===== config.mk =====
export PLATFORM = sky130hd
export DESIGN_NAME = imr_master_rx
export DESIGN_NICKNAME = d
export VERILOG_FILES = /design/src/imr_pkg.sv /design/src/imr_master_rx.sv /design/src/imr_fifo.sv
export SDC_FILE = /design/constraint.sdc
export NUM_CORES = 1
export LEC_CHECK = 0
export ABC_CLOCK_PERIOD_IN_PS = 3000
export BUFFER_PORTS_ARGS = -buffer_cell sky130_fd_sc_hd__buf_2
export CAP_MARGIN = 20
export CORE_ASPECT_RATIO = 0.75
export CORE_MARGIN = 10
export CORE_UTILIZATION = 38
export CTS_CLUSTER_SIZE = 40
export DETAILED_ROUTE_END_ITERATION = 10
export GPL_TIMING_DRIVEN = 0
export PLACE_DENSITY_LB_ADDON = 0.05
export SETUP_SLACK_MARGIN = 0.02
export SLEW_MARGIN = 10
export SYNTH_ARGS = -nofsm -noshare
export SYNTH_HDL_FRONTEND = slang
export SYNTH_HIERARCHICAL = 1
export SYNTH_SLANG_ARGS = --single-unit

===== constraint.sdc =====
create_clock -name clk_sys_i -period 3 [get_ports clk_sys_i]
set_clock_uncertainty 0.1 [all_clocks]
set_input_delay 0.15 -clock clk_sys_i [delete_from_list [all_inputs] [get_ports clk_sys_i]]
set_output_delay 0.15 -clock clk_sys_i [all_outputs]
set_load 0.005 [all_outputs]

===== src/imr_pkg.sv =====
// Purpose: shared constants and types for the i2c master receive block
// Assumes: 8-bit data path, baud counter reload supplied by software
// Notes: counts are in baud generator rollovers, not system clocks
package imr_pkg;

   // ------------------------------------------------------------
   // data path
   // ------------------------------------------------------------
   localparam int DATA_W = 8;
   localparam int FIFO_DEPTH = 16;
   localparam int BRG_W = 7;
   localparam logic [DATA_W-1:0] DATA_RST = 8'h00;

   // ------------------------------------------------------------
   // bit and step positions
   // ------------------------------------------------------------
   localparam logic [3:0] LAST_DATA_BIT = 4'h7; // eighth bit, index 7
   localparam logic [3:0] ACK_BIT = 4'h8;       // ninth clock of a byte
   localparam logic [3:0] STEP_FIRST = 4'h0;
   localparam logic [3:0] STEP_MID = 4'h1;
   localparam logic [3:0] STEP_LAST = 4'h2;

   // ------------------------------------------------------------
   // sequencer states
   // ------------------------------------------------------------
   typedef enum logic [2:0] {
      ST_IDLE,
      ST_START,
      ST_TX,
      ST_RX,
      ST_PUSH,
      ST_ACK,
      ST_STOP
   } imr_state_t;

endpackage


===== src/imr_master_rx.sv =====
// Purpose: i2c master start, address, receive, acknowledge and stop engine
// Assumes: open-drain pins resolved outside; scl and sda sampled from pins
// Notes: one command at a time; flags are sticky until cleared
`timescale 1ns/1ns
module imr_master_rx (
   // clock and reset
   input wire logic clk_sys_i,
   input wire logic arst_n_i,
   // commands from software, one-cycle pulses; ack_data_bit_i and brg_reload_i are held levels
   input wire logic start_enable_bit_i,
   input wire logic receive_enable_bit_i,
   input wire logic ack_sequence_enable_i,
   input wire logic stop_enable_i,
   input wire logic ack_data_bit_i,
   input wire logic [imr_pkg::BRG_W-1:0] brg_reload_i,
   // data buffer access
   input wire logic buf_wr_i,
   input wire logic [imr_pkg::DATA_W-1:0] buf_wr_data_i,
   input wire logic buf_rd_i,
   // flag clears, one-cycle pulses
   input wire logic int_clr_i,
   input wire logic ovf_clr_i,
   input wire logic write_collision_flag_clr_i,
   // status
   output logic [imr_pkg::DATA_W-1:0] port_data_buffer_o,
   output logic buffer_full_flag_o,
   output logic rx_avail_o,
   output logic port_interrupt_flag_o,
   output logic receive_overflow_flag_o,
   output logic write_collision_flag_o,
   output logic ack_status_bit_o,
   output logic receive_enable_bit_o,
   output logic start_enable_bit_o,
   output logic ack_sequence_enable_o,
   output logic busy_o,
   // i2c pins, open drain
   input wire logic scl_i,
   output logic scl_o,
   output logic scl_oe_o,
   input wire logic sda_i,
   output logic sda_o,
   output logic sda_oe_o
);

   // ------------------------------------------------------------
   // declarations
   // ------------------------------------------------------------
   imr_pkg::imr_state_t state_ff;
   logic [1:0] scl_sync_ff;
   logic [1:0] sda_sync_ff;
   logic [imr_pkg::BRG_W-1:0] brg_cnt_ff;
   logic [3:0] bit_cnt_ff;
   logic phase_ff;
   logic [imr_pkg::DATA_W-1:0] tx_sh_ff;
   logic [imr_pkg::DATA_W-1:0] receive_shift_register_ff;
   logic scl_low_ff;
   logic sda_low_ff;
   logic bf_ff;
   logic int_ff;
   logic ovf_ff;
   logic write_collision_flag_ff;
   logic ack_status_bit_ff;
   logic receive_enable_bit_ff;
   logic sen_ff;
   logic ack_sequence_enable_ff;
   logic busy_ff;
   logic [imr_pkg::DATA_W-1:0] buf_data_ff;
   logic avail_ff;
   logic idle;
   logic brg_run;
   logic stretch;
   logic tick;
   logic rise_end;
   logic byte_done;
   logic fifo_in_valid;
   logic fifo_in_ready;
   logic fifo_out_valid;
   logic [imr_pkg::DATA_W-1:0] fifo_out_data;
   logic push_ok;
   logic ev_done;
   logic [3:0] nxt_bit;

   // ------------------------------------------------------------
   // pin synchronisers
   // ------------------------------------------------------------
   // two stages each; only stage one reads the pin
   always_ff @(posedge clk_sys_i or negedge arst_n_i)
   begin
      if (!arst_n_i)
      begin
         scl_sync_ff <= 2'h3;
         sda_sync_ff <= 2'h3;
      end
      else
      begin
         scl_sync_ff <= {scl_sync_ff[0], scl_i};
         sda_sync_ff <= {sda_sync_ff[0], sda_i};
      end
   end

   // ------------------------------------------------------------
   // baud rate generator
   // ------------------------------------------------------------
   assign idle = (state_ff == imr_pkg::ST_IDLE);
   // counter suspended in idle and while a byte waits for fifo room
   assign brg_run = ~idle & (state_ff != imr_pkg::ST_PUSH);
   // a slave holding scl low stretches the high phase
   assign stretch = ~scl_low_ff & ~scl_sync_ff[1];
   assign tick = brg_run & ~stretch & (brg_cnt_ff == '0);
   assign rise_end = tick & phase_ff;
   assign nxt_bit = bit_cnt_ff + 4'h1;

   // reload on rollover so each half period is reload+1 clocks
   always_ff @(posedge clk_sys_i or negedge arst_n_i)
   begin
      if (!arst_n_i)
      begin
         brg_cnt_ff <= '0;
      end
      else if (!brg_run || tick)
      begin
         brg_cnt_ff <= brg_reload_i;
      end
      else if (!stretch)
      begin
         brg_cnt_ff <= brg_cnt_ff - 1'b1;
      end
   end

   // ------------------------------------------------------------
   // sequencer
   // ------------------------------------------------------------
   // byte end is the falling edge after the eighth high phase
   assign byte_done = rise_end & (bit_cnt_ff == imr_pkg::LAST_DATA_BIT);
   assign fifo_in_valid = (state_ff == imr_pkg::ST_PUSH);
   assign push_ok = fifo_in_valid & fifo_in_ready;

   // command acceptance only from idle, later requests are dropped
   always_ff @(posedge clk_sys_i or negedge arst_n_i)
   begin
      if (!arst_n_i)
      begin
         state_ff <= imr_pkg::ST_IDLE;
         bit_cnt_ff <= imr_pkg::STEP_FIRST;
         phase_ff <= 1'b0;
      end
      else
      begin
         unique case (state_ff)
            imr_pkg::ST_IDLE:
            begin
               bit_cnt_ff <= imr_pkg::STEP_FIRST;
               phase_ff <= 1'b0;
               if (start_enable_bit_i)
               begin
                  state_ff <= imr_pkg::ST_START;
               end
               else if (buf_wr_i)
               begin
                  state_ff <= imr_pkg::ST_TX;
               end
               else if (receive_enable_bit_i)
               begin
                  state_ff <= imr_pkg::ST_RX;
               end
               else if (ack_sequence_enable_i)
               begin
                  state_ff <= imr_pkg::ST_ACK;
               end
               else if (stop_enable_i)
               begin
                  state_ff <= imr_pkg::ST_STOP;
               end
            end
            imr_pkg::ST_START,
            imr_pkg::ST_STOP:
            begin
               if (tick)
               begin
                  bit_cnt_ff <= nxt_bit;
                  if (bit_cnt_ff == imr_pkg::STEP_LAST)
                  begin
                     state_ff <= imr_pkg::ST_IDLE;
                  end
               end
            end
            imr_pkg::ST_TX,
            imr_pkg::ST_RX,
            imr_pkg::ST_ACK:
            begin
               if (tick)
               begin
                  phase_ff <= ~phase_ff;
               end
               if (rise_end)
               begin
                  bit_cnt_ff <= nxt_bit;
                  if ((state_ff == imr_pkg::ST_TX) && (bit_cnt_ff == imr_pkg::ACK_BIT))
                  begin
                     state_ff <= imr_pkg::ST_IDLE;
                  end
                  else if ((state_ff == imr_pkg::ST_RX) && byte_done)
                  begin
                     state_ff <= imr_pkg::ST_PUSH;
                  end
                  else if (state_ff == imr_pkg::ST_ACK)
                  begin
                     state_ff <= imr_pkg::ST_IDLE;
                  end
               end
            end
            imr_pkg::ST_PUSH:
            begin
               // stalls with scl low until the fifo takes the byte
               if (fifo_in_ready)
               begin
                  state_ff <= imr_pkg::ST_IDLE;
               end
            end
            default:
            begin
               state_ff <= imr_pkg::ST_IDLE;
            end
         endcase
      end
   end

   // ------------------------------------------------------------
   // shift registers
   // ------------------------------------------------------------
   // msb first both ways; receive register cleared at each new byte
   always_ff @(posedge clk_sys_i or negedge arst_n_i)
   begin
      if (!arst_n_i)
      begin
         tx_sh_ff <= imr_pkg::DATA_RST;
         receive_shift_register_ff <= imr_pkg::DATA_RST;
      end
      else if (idle)
      begin
         if (buf_wr_i && !start_enable_bit_i)
         begin
            tx_sh_ff <= buf_wr_data_i;
         end
         if (receive_enable_bit_i)
         begin
            receive_shift_register_ff <= imr_pkg::DATA_RST;
         end
      end
      else if (rise_end)
      begin
         tx_sh_ff <= {tx_sh_ff[imr_pkg::DATA_W-2:0], 1'b1};
         if (state_ff == imr_pkg::ST_RX)
         begin
            receive_shift_register_ff <=
               {receive_shift_register_ff[imr_pkg::DATA_W-2:0], sda_sync_ff[1]};
         end
      end
   end

   // ------------------------------------------------------------
   // pin drive
   // ------------------------------------------------------------
   // sda only moves while scl is low; start and stop move it with scl high
   always_ff @(posedge clk_sys_i or negedge arst_n_i)
   begin
      if (!arst_n_i)
      begin
         scl_low_ff <= 1'b0;
         sda_low_ff <= 1'b0;
      end
      else
      begin
         unique case (state_ff)
            imr_pkg::ST_IDLE:
            begin
               if (buf_wr_i && !start_enable_bit_i)
               begin
                  sda_low_ff <= ~buf_wr_data_i[imr_pkg::DATA_W-1];
               end
               else if (receive_enable_bit_i)
               begin
                  sda_low_ff <= 1'b0;
               end
               // same ranking as the sequencer, except that a receive with a start in the same cycle still releases sda
               else if (ack_sequence_enable_i && !start_enable_bit_i)
               begin
                  sda_low_ff <= ~ack_data_bit_i;
               end
               else if (stop_enable_i && !start_enable_bit_i)
               begin
                  sda_low_ff <= 1'b1;
               end
            end
            imr_pkg::ST_START:
            begin
               if (tick)
               begin
                  unique case (bit_cnt_ff)
                     imr_pkg::STEP_FIRST: sda_low_ff <= 1'b1;
                     imr_pkg::STEP_MID: scl_low_ff <= 1'b1;
                     default: scl_low_ff <= 1'b1;
                  endcase
               end
            end
            imr_pkg::ST_STOP:
            begin
               if (tick)
               begin
                  unique case (bit_cnt_ff)
                     imr_pkg::STEP_FIRST: scl_low_ff <= 1'b0;
                     imr_pkg::STEP_MID: sda_low_ff <= 1'b0;
                     default: sda_low_ff <= 1'b0;
                  endcase
               end
            end
            imr_pkg::ST_TX,
            imr_pkg::ST_RX,
            imr_pkg::ST_ACK:
            begin
               if (tick)
               begin
                  scl_low_ff <= phase_ff;
               end
               if (rise_end)
               begin
                  // next bit, or release for the slave ack and for reception
                  if ((state_ff == imr_pkg::ST_TX) && (bit_cnt_ff < imr_pkg::LAST_DATA_BIT))
                  begin
                     sda_low_ff <= ~tx_sh_ff[imr_pkg::DATA_W-2];
                  end
                  else
                  begin
                     sda_low_ff <= 1'b0;
                  end
               end
            end
            imr_pkg::ST_PUSH:
            begin
               scl_low_ff <= 1'b1;
            end
            default:
            begin
               scl_low_ff <= scl_low_ff;
            end
         endcase
      end
   end

   // ------------------------------------------------------------
   // status flags
   // ------------------------------------------------------------
   // completion of start, address, ack or stop
   assign ev_done = rise_end & ((state_ff == imr_pkg::ST_ACK) |
                    ((state_ff == imr_pkg::ST_TX) & (bit_cnt_ff == imr_pkg::ACK_BIT)))
                    | (tick & (bit_cnt_ff == imr_pkg::STEP_LAST) &
                    ((state_ff == imr_pkg::ST_START) | (state_ff == imr_pkg::ST_STOP)));

   // every sticky flag: a set in the clear cycle wins
   always_ff @(posedge clk_sys_i or negedge arst_n_i)
   begin
      if (!arst_n_i)
      begin
         int_ff <= 1'b0;
         bf_ff <= 1'b0;
         ovf_ff <= 1'b0;
         write_collision_flag_ff <= 1'b0;
         ack_status_bit_ff <= 1'b0;
      end
      else
      begin
         int_ff <= ev_done | push_ok | (int_ff & ~int_clr_i);
         bf_ff <= push_ok | (bf_ff & ~buf_rd_i);
         ovf_ff <= (push_ok & bf_ff & ~buf_rd_i) | (ovf_ff & ~ovf_clr_i);
         write_collision_flag_ff <= (buf_wr_i & ~idle) | (write_collision_flag_ff & ~write_collision_flag_clr_i);
         if (rise_end && (state_ff == imr_pkg::ST_TX) && (bit_cnt_ff == imr_pkg::ACK_BIT))
         begin
            ack_status_bit_ff <= sda_sync_ff[1];
         end
      end
   end

   // command bits mirror the running operation
   always_ff @(posedge clk_sys_i or negedge arst_n_i)
   begin
      if (!arst_n_i)
      begin
         receive_enable_bit_ff <= 1'b0;
         sen_ff <= 1'b0;
         ack_sequence_enable_ff <= 1'b0;
         busy_ff <= 1'b0;
      end
      else
      begin
         if (idle && receive_enable_bit_i && !start_enable_bit_i && !buf_wr_i)
         begin
            receive_enable_bit_ff <= 1'b1;
         end
         else if (push_ok)
         begin
            receive_enable_bit_ff <= 1'b0;
         end
         if (idle && start_enable_bit_i)
         begin
            sen_ff <= 1'b1;
         end
         else if (ev_done)
         begin
            sen_ff <= 1'b0;
         end
         if (idle && ack_sequence_enable_i && !start_enable_bit_i && !buf_wr_i &&
             !receive_enable_bit_i)
         begin
            ack_sequence_enable_ff <= 1'b1;
         end
         else if (ev_done)
         begin
            ack_sequence_enable_ff <= 1'b0;
         end
         busy_ff <= ~idle;
      end
   end

   // ------------------------------------------------------------
   // receive fifo and data buffer
   // ------------------------------------------------------------
   imr_fifo #(
      .WIDTH(imr_pkg::DATA_W),
      .DEPTH(imr_pkg::FIFO_DEPTH)
   ) u_fifo (
      .clk_sys_i(clk_sys_i),
      .arst_n_i(arst_n_i),
      .in_valid_i(fifo_in_valid),
      .in_data_i(receive_shift_register_ff),
      .in_ready_o(fifo_in_ready),
      .out_valid_o(fifo_out_valid),
      .out_ready_i(buf_rd_i),
      .out_data_o(fifo_out_data)
   );

   // registered head word; a read shows the next byte one cycle later
   always_ff @(posedge clk_sys_i or negedge arst_n_i)
   begin
      if (!arst_n_i)
      begin
         buf_data_ff <= imr_pkg::DATA_RST;
         avail_ff <= 1'b0;
      end
      else
      begin
         if (fifo_out_valid)
         begin
            buf_data_ff <= fifo_out_data;
         end
         avail_ff <= fifo_out_valid;
      end
   end

   // ------------------------------------------------------------
   // outputs
   // ------------------------------------------------------------
   assign port_data_buffer_o = buf_data_ff;
   assign buffer_full_flag_o = bf_ff;
   assign rx_avail_o = avail_ff;
   assign port_interrupt_flag_o = int_ff;
   assign receive_overflow_flag_o = ovf_ff;
   assign write_collision_flag_o = write_collision_flag_ff;
   assign ack_status_bit_o = ack_status_bit_ff;
   assign receive_enable_bit_o = receive_enable_bit_ff;
   assign start_enable_bit_o = sen_ff;
   assign ack_sequence_enable_o = ack_sequence_enable_ff;
   assign busy_o = busy_ff;
   assign scl_oe_o = scl_low_ff;
   assign sda_oe_o = sda_low_ff;
   // open drain: the data level is always low, only the enable moves
   assign scl_o = 1'b0;
   assign sda_o = 1'b0;

endmodule


===== src/imr_fifo.sv =====
// Purpose: small synchronous fifo for received bytes
// Assumes: single clock, push and pop may happen in one cycle
// Notes: read data is the head word, valid while out_valid_o is high
`timescale 1ns/1ns
module imr_fifo #(
   parameter int WIDTH = 8,
   parameter int DEPTH = 16
) (
   // clock and reset
   input wire logic clk_sys_i,
   input wire logic arst_n_i,
   // filling side
   input wire logic in_valid_i,
   input wire logic [WIDTH-1:0] in_data_i,
   output logic in_ready_o,
   // draining side
   output logic out_valid_o,
   input wire logic out_ready_i,
   output logic [WIDTH-1:0] out_data_o
);

   localparam int AW = $clog2(DEPTH);

   logic [WIDTH-1:0] mem [DEPTH];
   logic [AW-1:0] wr_ptr_ff;
   logic [AW-1:0] rd_ptr_ff;
   logic [AW:0] count_ff;
   logic push;
   logic pop;

   // honest flags straight from the occupancy count
   assign in_ready_o = (count_ff != (AW+1)'(DEPTH));
   assign out_valid_o = (count_ff != '0);
   assign push = in_valid_i & in_ready_o;
   assign pop = out_ready_i & out_valid_o;
   assign out_data_o = mem[rd_ptr_ff];

   // storage has no reset, only pointers and count do
   always_ff @(posedge clk_sys_i)
   begin
      if (push)
      begin
         mem[wr_ptr_ff] <= in_data_i;
      end
   end

   // pointers wrap because depth is a power of two
   always_ff @(posedge clk_sys_i or negedge arst_n_i)
   begin
      if (!arst_n_i)
      begin
         wr_ptr_ff <= '0;
         rd_ptr_ff <= '0;
         count_ff <= '0;
      end
      else
      begin
         if (push)
         begin
            wr_ptr_ff <= wr_ptr_ff + 1'b1;
         end
         if (pop)
         begin
            rd_ptr_ff <= rd_ptr_ff + 1'b1;
         end
         if (push & ~pop)
         begin
            count_ff <= count_ff + 1'b1;
         end
         else if (pop & ~push)
         begin
            count_ff <= count_ff - 1'b1;
         end
      end
   end

endmodule


Yosys cells after proc, flatten, opt, wreduce, memory -nomap -nowiden
Memories as Yosys holds them, arrays and structs flattened. A register that Yosys moved wholly into a read port is not among the register bits.
Cells that the tools add are included.

word-level totals
  output and inout port bits = 22
  input port bits = 29
  register bits = 59
  logic and storage cells = 200
  RAM bits = 128
  memories kept = 1

memories
  memory      depth  width  read ports  clocked after memory_dff  write ports  RTL line        source
  u_fifo.mem  16     8      1           1                         1            imr_fifo.sv:24  logic [WIDTH-1:0] mem [DEPTH];

cells by class
  $add $sub $neg = 6
  reductions and logical operators = 45
  bitwise operators = 43
  mux-type cells = 53
  magnitude comparators = 1
  equality and inequality tests = 28

operators with widths
  operator               number
  $mux W3                12
  $mux W7                5
  $mux W8                4
  $mux W1                23
  $and A1 B1 Y1          21
  $ne A2 B2 Y1 const B   10
  $logic_and A1 B1 Y1    16
  $not A1 Y1             14
  $reduce_bool A2 Y1     7
  $add A4 B1 Y4 const B  3
  $pmux W3 S4            1
  $pmux W4 S3            1
  $reduce_and A6 Y1      2
  $mux W5                2
  $eq A3 B3 Y1 const B   3
  $mux W4                2
  $ne A2 B1 Y1 const B   4
  $or A1 B1 Y1           8
  $pmux W1 S4            2
  $reduce_bool A4 Y1     2
  $logic_not A7 Y1       1
  $reduce_and A7 Y1      1
  $sub A7 B1 Y7 const B  1
  $eq A3 B2 Y1 const B   2
  23 further kinds       29

Depth between registers and ports, before layout
  depth after elaboration = 12
  gate-level depth with buffers = 11
  mapped depth without buffers = 10

Hierarchy
Netlist, hierarchy kept.

modules (own cells, without submodules)
  module         cells an instance  instances  area each (um^2)
  imr_fifo       318                1          5,770.5
  imr_master_rx  292                1          2,850.2

Worst setup path after synthesis
No wires, ideal clock.

  kind = register -> register
  start = reg state_ff[2]
  end = reg u_fifo.count_ff[4]
  required time = 2.820 ns
  cell stages (with the launch flop) = 12
  arrival time = 2.781 ns
  setup slack = 0.040 ns
  path buffers = 2
  cells stage by stage = dfrtp_1 clkbuf_1 clkbuf_1 and2_1 a21boi_2 ha_1 inv_1 fa_1 a21o_1 a21oi_1 mux2i_1 xnor2_1

on the way
  longest elaborated chain between the ends = 5
  elaborated cells on any way between the ends = 7
  classes of those cells = 1 x eq/ne; 1 x mux; 4 x bitwise; 1 x reduce/logical

ends and longest elaborated chain
  element                              RTL line              source
  start: declaration                   imr_master_rx.sv:48   imr_pkg::imr_state_t state_ff;
  start signal: assignment             imr_master_rx.sv:143  state_ff <= imr_pkg::ST_IDLE;
  start signal: assignment             imr_master_rx.sv:156  state_ff <= imr_pkg::ST_START;
  start signal: assignment             imr_master_rx.sv:160  state_ff <= imr_pkg::ST_TX;
  $eq A3 B3 Y1 *                       imr_master_rx.sv:135  assign fifo_in_valid = (state_ff == imr_pkg::ST_PUSH);
  named net fifo_in_valid              imr_master_rx.sv:75   logic fifo_in_valid;
  $and A1 B1 Y1 *                      imr_fifo.sv:34        assign push = in_valid_i & in_ready_o;
  named net u_fifo.push                imr_fifo.sv:28        logic push;
  $not A1 Y1                           imr_fifo.sv:70        else if (pop & ~push)
  $and A1 B1 Y1                        imr_fifo.sv:70
  $reduce_bool A2 Y1 (no source line)  -
  end signal: assignment               imr_fifo.sv:68        count_ff <= count_ff + 1'b1;
  end signal: assignment               imr_fifo.sv:72        count_ff <= count_ff - 1'b1;
  end: declaration                     imr_fifo.sv:27        logic [AW:0] count_ff;

The timed path passes the listed nets; every way through them passes the cells marked *.
A chain may end at the register's enable or synchronous reset.

Worst setup path in the final report
  start = reg state_ff[0]
  end = reg u_fifo.count_ff[4]

The elaborated chain is that of the path after synthesis.

==> flow_summary.toml <==
[run_status]
run_status = "completed"

[detailed_routing]
vias = 5294
avgRoutedWirePerCell_um = 20.9
drt-pass1-iter-count = 5
post-route-drc-count = 0
drt-total-wl_um = 21200
number_of_drc_markers_after_the_initial_detailed_route_iteration = 411
vias_per_cell = 5.24
detail-route-antenna-nets = 0

[worst_setup_path]
setup.worst_path.start_class = "flip-flop"
timing.critical_path.to_type = "flip-flop"
ff2ff_path_depth = 11
kind_of_critical_path = "reg -> reg"
crit_path_top_delay_cell = "fa_1"
critical_path.cell_chain = "clkbuf_1 > nor2_4 > and2_1 > a21boi_4 > ha_1 > inv_1 > fa_1 > a21o_1 > a21oi_1 > mux2i_1 > xnor2_1"
crit_arrival_ns = 3.11
critical_path_cell_count = 11
critPathBufInv = 2
critPathTopFamily = "adder cells"
cp_max_fo = 10
crit_required_ns = 3.25
crit_path_max_incr_delay_ns = 0.43

[run]
max_cap_viol_count = 0

[cells_and_area]
drive_gt1_share_pct = 21.3
layout.nets = 748
summed_area_of_non_filler_cells_in_the_final_layout_um2 = 10100
layout_commonest_cell = "edfxtp_1"
antenna_diode_count = 0
filler_cell_count = 1990
layout_common_cells = "128 x edfxtp_1, 62 x dfrtp_1, 50 x nand2_1, 49 x buf_2, 39 x mux2i_1"
area.growth.synth_to_final_pct = 17.2

[sta]
portion_of_the_clock_cycle_consumed_by_the_worst_path_in_the_final_layout_pct = 95.1
rsz0062_at_grt = "no"
tightest_slew_ns = 0.947
clock.fmax_ghz = 0.350
final_max_slew_viol_count = 0
timing.final.setup_violations = 0
finalCriticalPeriod_ns = 2.85
relSlewSlack_pct = 36.7
report.final.hold_viol_count = 0

[grt]
grt_max_degree = 42
grt_remaining_overflow = 0
groute.usage.overall_pct = 14.6
wire_length_of_the_first_global_routing_pass_um = 32600
antenna_found_initial = 0
via_count_of_the_first_global_routing_pass = 5339

[power]
power.density_nw_per_um2 = 843
p_seq_share_pct = 40.4
comb_power_share_pct = 34.4
switching_share_pct = 34.4
p_int_uw = 5590
total_power_uw = 8520
power_frac_clock_pct = 25.2
power_leakage_uw = 0.00379
vdd.ir_drop.worst_uv = 446
p_switching_uw = 2930

[clock_network]
cts_buffer_depth = 2
cts_buffers = 17
h_tree_depth = 4
clock_sinks = 195
clk_pin_slew_worst_setup_hold_paths_ns = 0.08
clk_root_buffer_cell = "clkbuf_16"
clk_latency_ns = 0.43
tritoncts_clock_tree = "built"

[synthesis]
ys_seq_area_share_pct = 64.1
synthArstFlopShare_pct = 34.4
synth_warnings = 6
synth-edff-count = 128
netlist-cell-type-count = 62
syn-instance-count = 610
synthesis.area_per_instance_um2 = 14.1
synth_flop_cell = "edfxtp_1"
post-synth-top-area-cell = "edfxtp_1"
yosys_register_bits = 195
synth_largest_type_area_fraction_pct = 44.6
synthesis.area_um2 = 8620
synth.top_cells.by_area = "edfxtp_1 45%, dfrtp_1 18%, mux2i_1 4.5%"

[placed_design]
place_congestion = 0.865
place_area_um2 = 9270
hpwlAfterDp_um = 14700
io_buffers = 46

[hold_path]
min_path_cells = 3
min_path_type = "in -> reg"

[floorplan]
core-area_um2 = 22200
effective_utilization_at_floorplan_pct = 38.9
floorplan.die.width_um = 194
placementRows = 47
fp.dieArea_um2 = 29200
io_pins = 51
fp.dieH_um = 150
[tightest hold or removal path, cell delays in order]
cell and delay [ns]:
clkbuf_1 0.17, inv_1 0.16, o22ai_1 0.09
[synthesized netlist by cell type, types with 2 or more instances]
cell / number
nand3b_1: 2
nor4_1: 4
a31oi_1: 6
a21oi_1: 15
mux2_1: 2
mux2_2: 11
a221oi_2: 2
ha_1: 14
a22oi_1: 10
o22ai_1: 4
nand2b_1: 9
nor4_4: 2
a21boi_0: 2
xor2_1: 3
dfrtp_1: 63
buf_2: 4
nor2_1: 35
nor2b_1: 7
o21ai_0: 31
a221oi_1: 16
mux2_4: 2
a32o_1: 2
dfstp_2: 4
nor3_1: 9
buf_4: 5
nand3_1: 6
a21o_1: 6
buf_6: 9
inv_1: 16
a22o_1: 3
mux4_2: 16
o21ai_1: 8
nand4_1: 4
or3_1: 2
edfxtp_1: 128
o21bai_1: 2
nand2_1: 50
clkbuf_1: 18
mux2i_1: 39
a211oi_1: 5
xnor2_1: 13
[sequential cells by signal, summed over array words and instances, names as in the netlist, 2 cells and up]
register                   count
u_fifo/mem                   128
port_data_buffer_o             8
receive_shift_register_ff      8
brg_cnt_ff                     7
tx_sh_ff                       7
u_fifo/count_ff                5
bit_cnt_ff                     4
u_fifo/rd_ptr_ff               4
u_fifo/wr_ptr_ff               4
state_ff                       3
scl_sync_ff                    2
sda_sync_ff                    2
[cells by family after synthesis]
family                   Yosys count  synth area share [%]
AO/OA/AOI/OAI                    119                  9.59
XOR/XNOR                          16                  1.63
adder cells (fa/ha/maj)           15                  2.26
buffers and inverters             53                  3.37
flip-flops                       195                  64.1
multiplexers                      70                  10.8
other                              1                0.0435
AND/OR/NAND/NOR                  141                  8.26
[layer usage]
layer | GRT usage (%) | share of wire [%] | vias to the layer above
met4 | 3.61 | 0.86 | 0
met5 | 0 | 0 | -
met1 | 21.5 | 51 | 2703
met2 | 21.7 | 44 | 84
met3 | 2.91 | 3.9 | 12
li1 | - | - | 2495
[power groups by stage]
stage                     Combinational, µW  Sequential [µW]  Clock [µW]
after floorplan                        2060             3440           0
after global placement                 2830             3490           0
after detailed placement               2890             3510           0
after CTS                              2940             3450        2210
after global routing                   3220             3490        2320
final                                  2930             3440        2150
[metrics by stage]
stage	utilization (%)	worst slack [ns]	hold slack, ns	TNS (ns)	instances
global route	45.6	0.0292	0.0889	0	1011
detailed placement	41.8	-0.585	0.0218	-43.85	952
finish	45.6	0.147	0.0801	0	1011
CTS	45.5	0.0744	0.0615	0	1009
global placement	41.6	-0.690	0.158	-45.69	951
floorplan	-	0.0395	-0.246	0	611
[path summary, 6_finish.rpt]
check / start / end / slack, ns
worst max-delay path: state_ff[0] / u_fifo/count_ff[4] / 0.15
worst min-delay path: buf_wr_i / write_collision_flag_o / 0.08
worst max register to register: state_ff[0] / u_fifo/count_ff[4] / 0.15
worst min register to register: sda_sync_ff[0] / sda_sync_ff[1] / 0.26
max in group asynchronous: arst_n_i / sda_sync_ff[1] / 2.07
min in group asynchronous: arst_n_i / port_data_buffer_o[3] / 0.10
[timing repair]
item                                   in CTS  in global routing
buffers inserted                            2                  3
setup endpoints to repair                 132                  1
pin swaps                                   1                  0
endpoints found under the hold margin      87                  0
hold buffers                               23                  0
resized for setup                           7                  1
[layout make-up]
type	count	area, µm²	share of cell area [%]
Multi-Input combinational cell	363	2840	28.1
Clock inverter	15	123	1.21
Inverter	16	60.1	0.594
Timing Repair Buffer	75	528	5.23
Tap cell	294	368	3.64
Buffer	36	230	2.28
Sequential cell	195	5530	54.7
Clock buffer	17	425	4.21
Power figures use the tool's default switching activity.
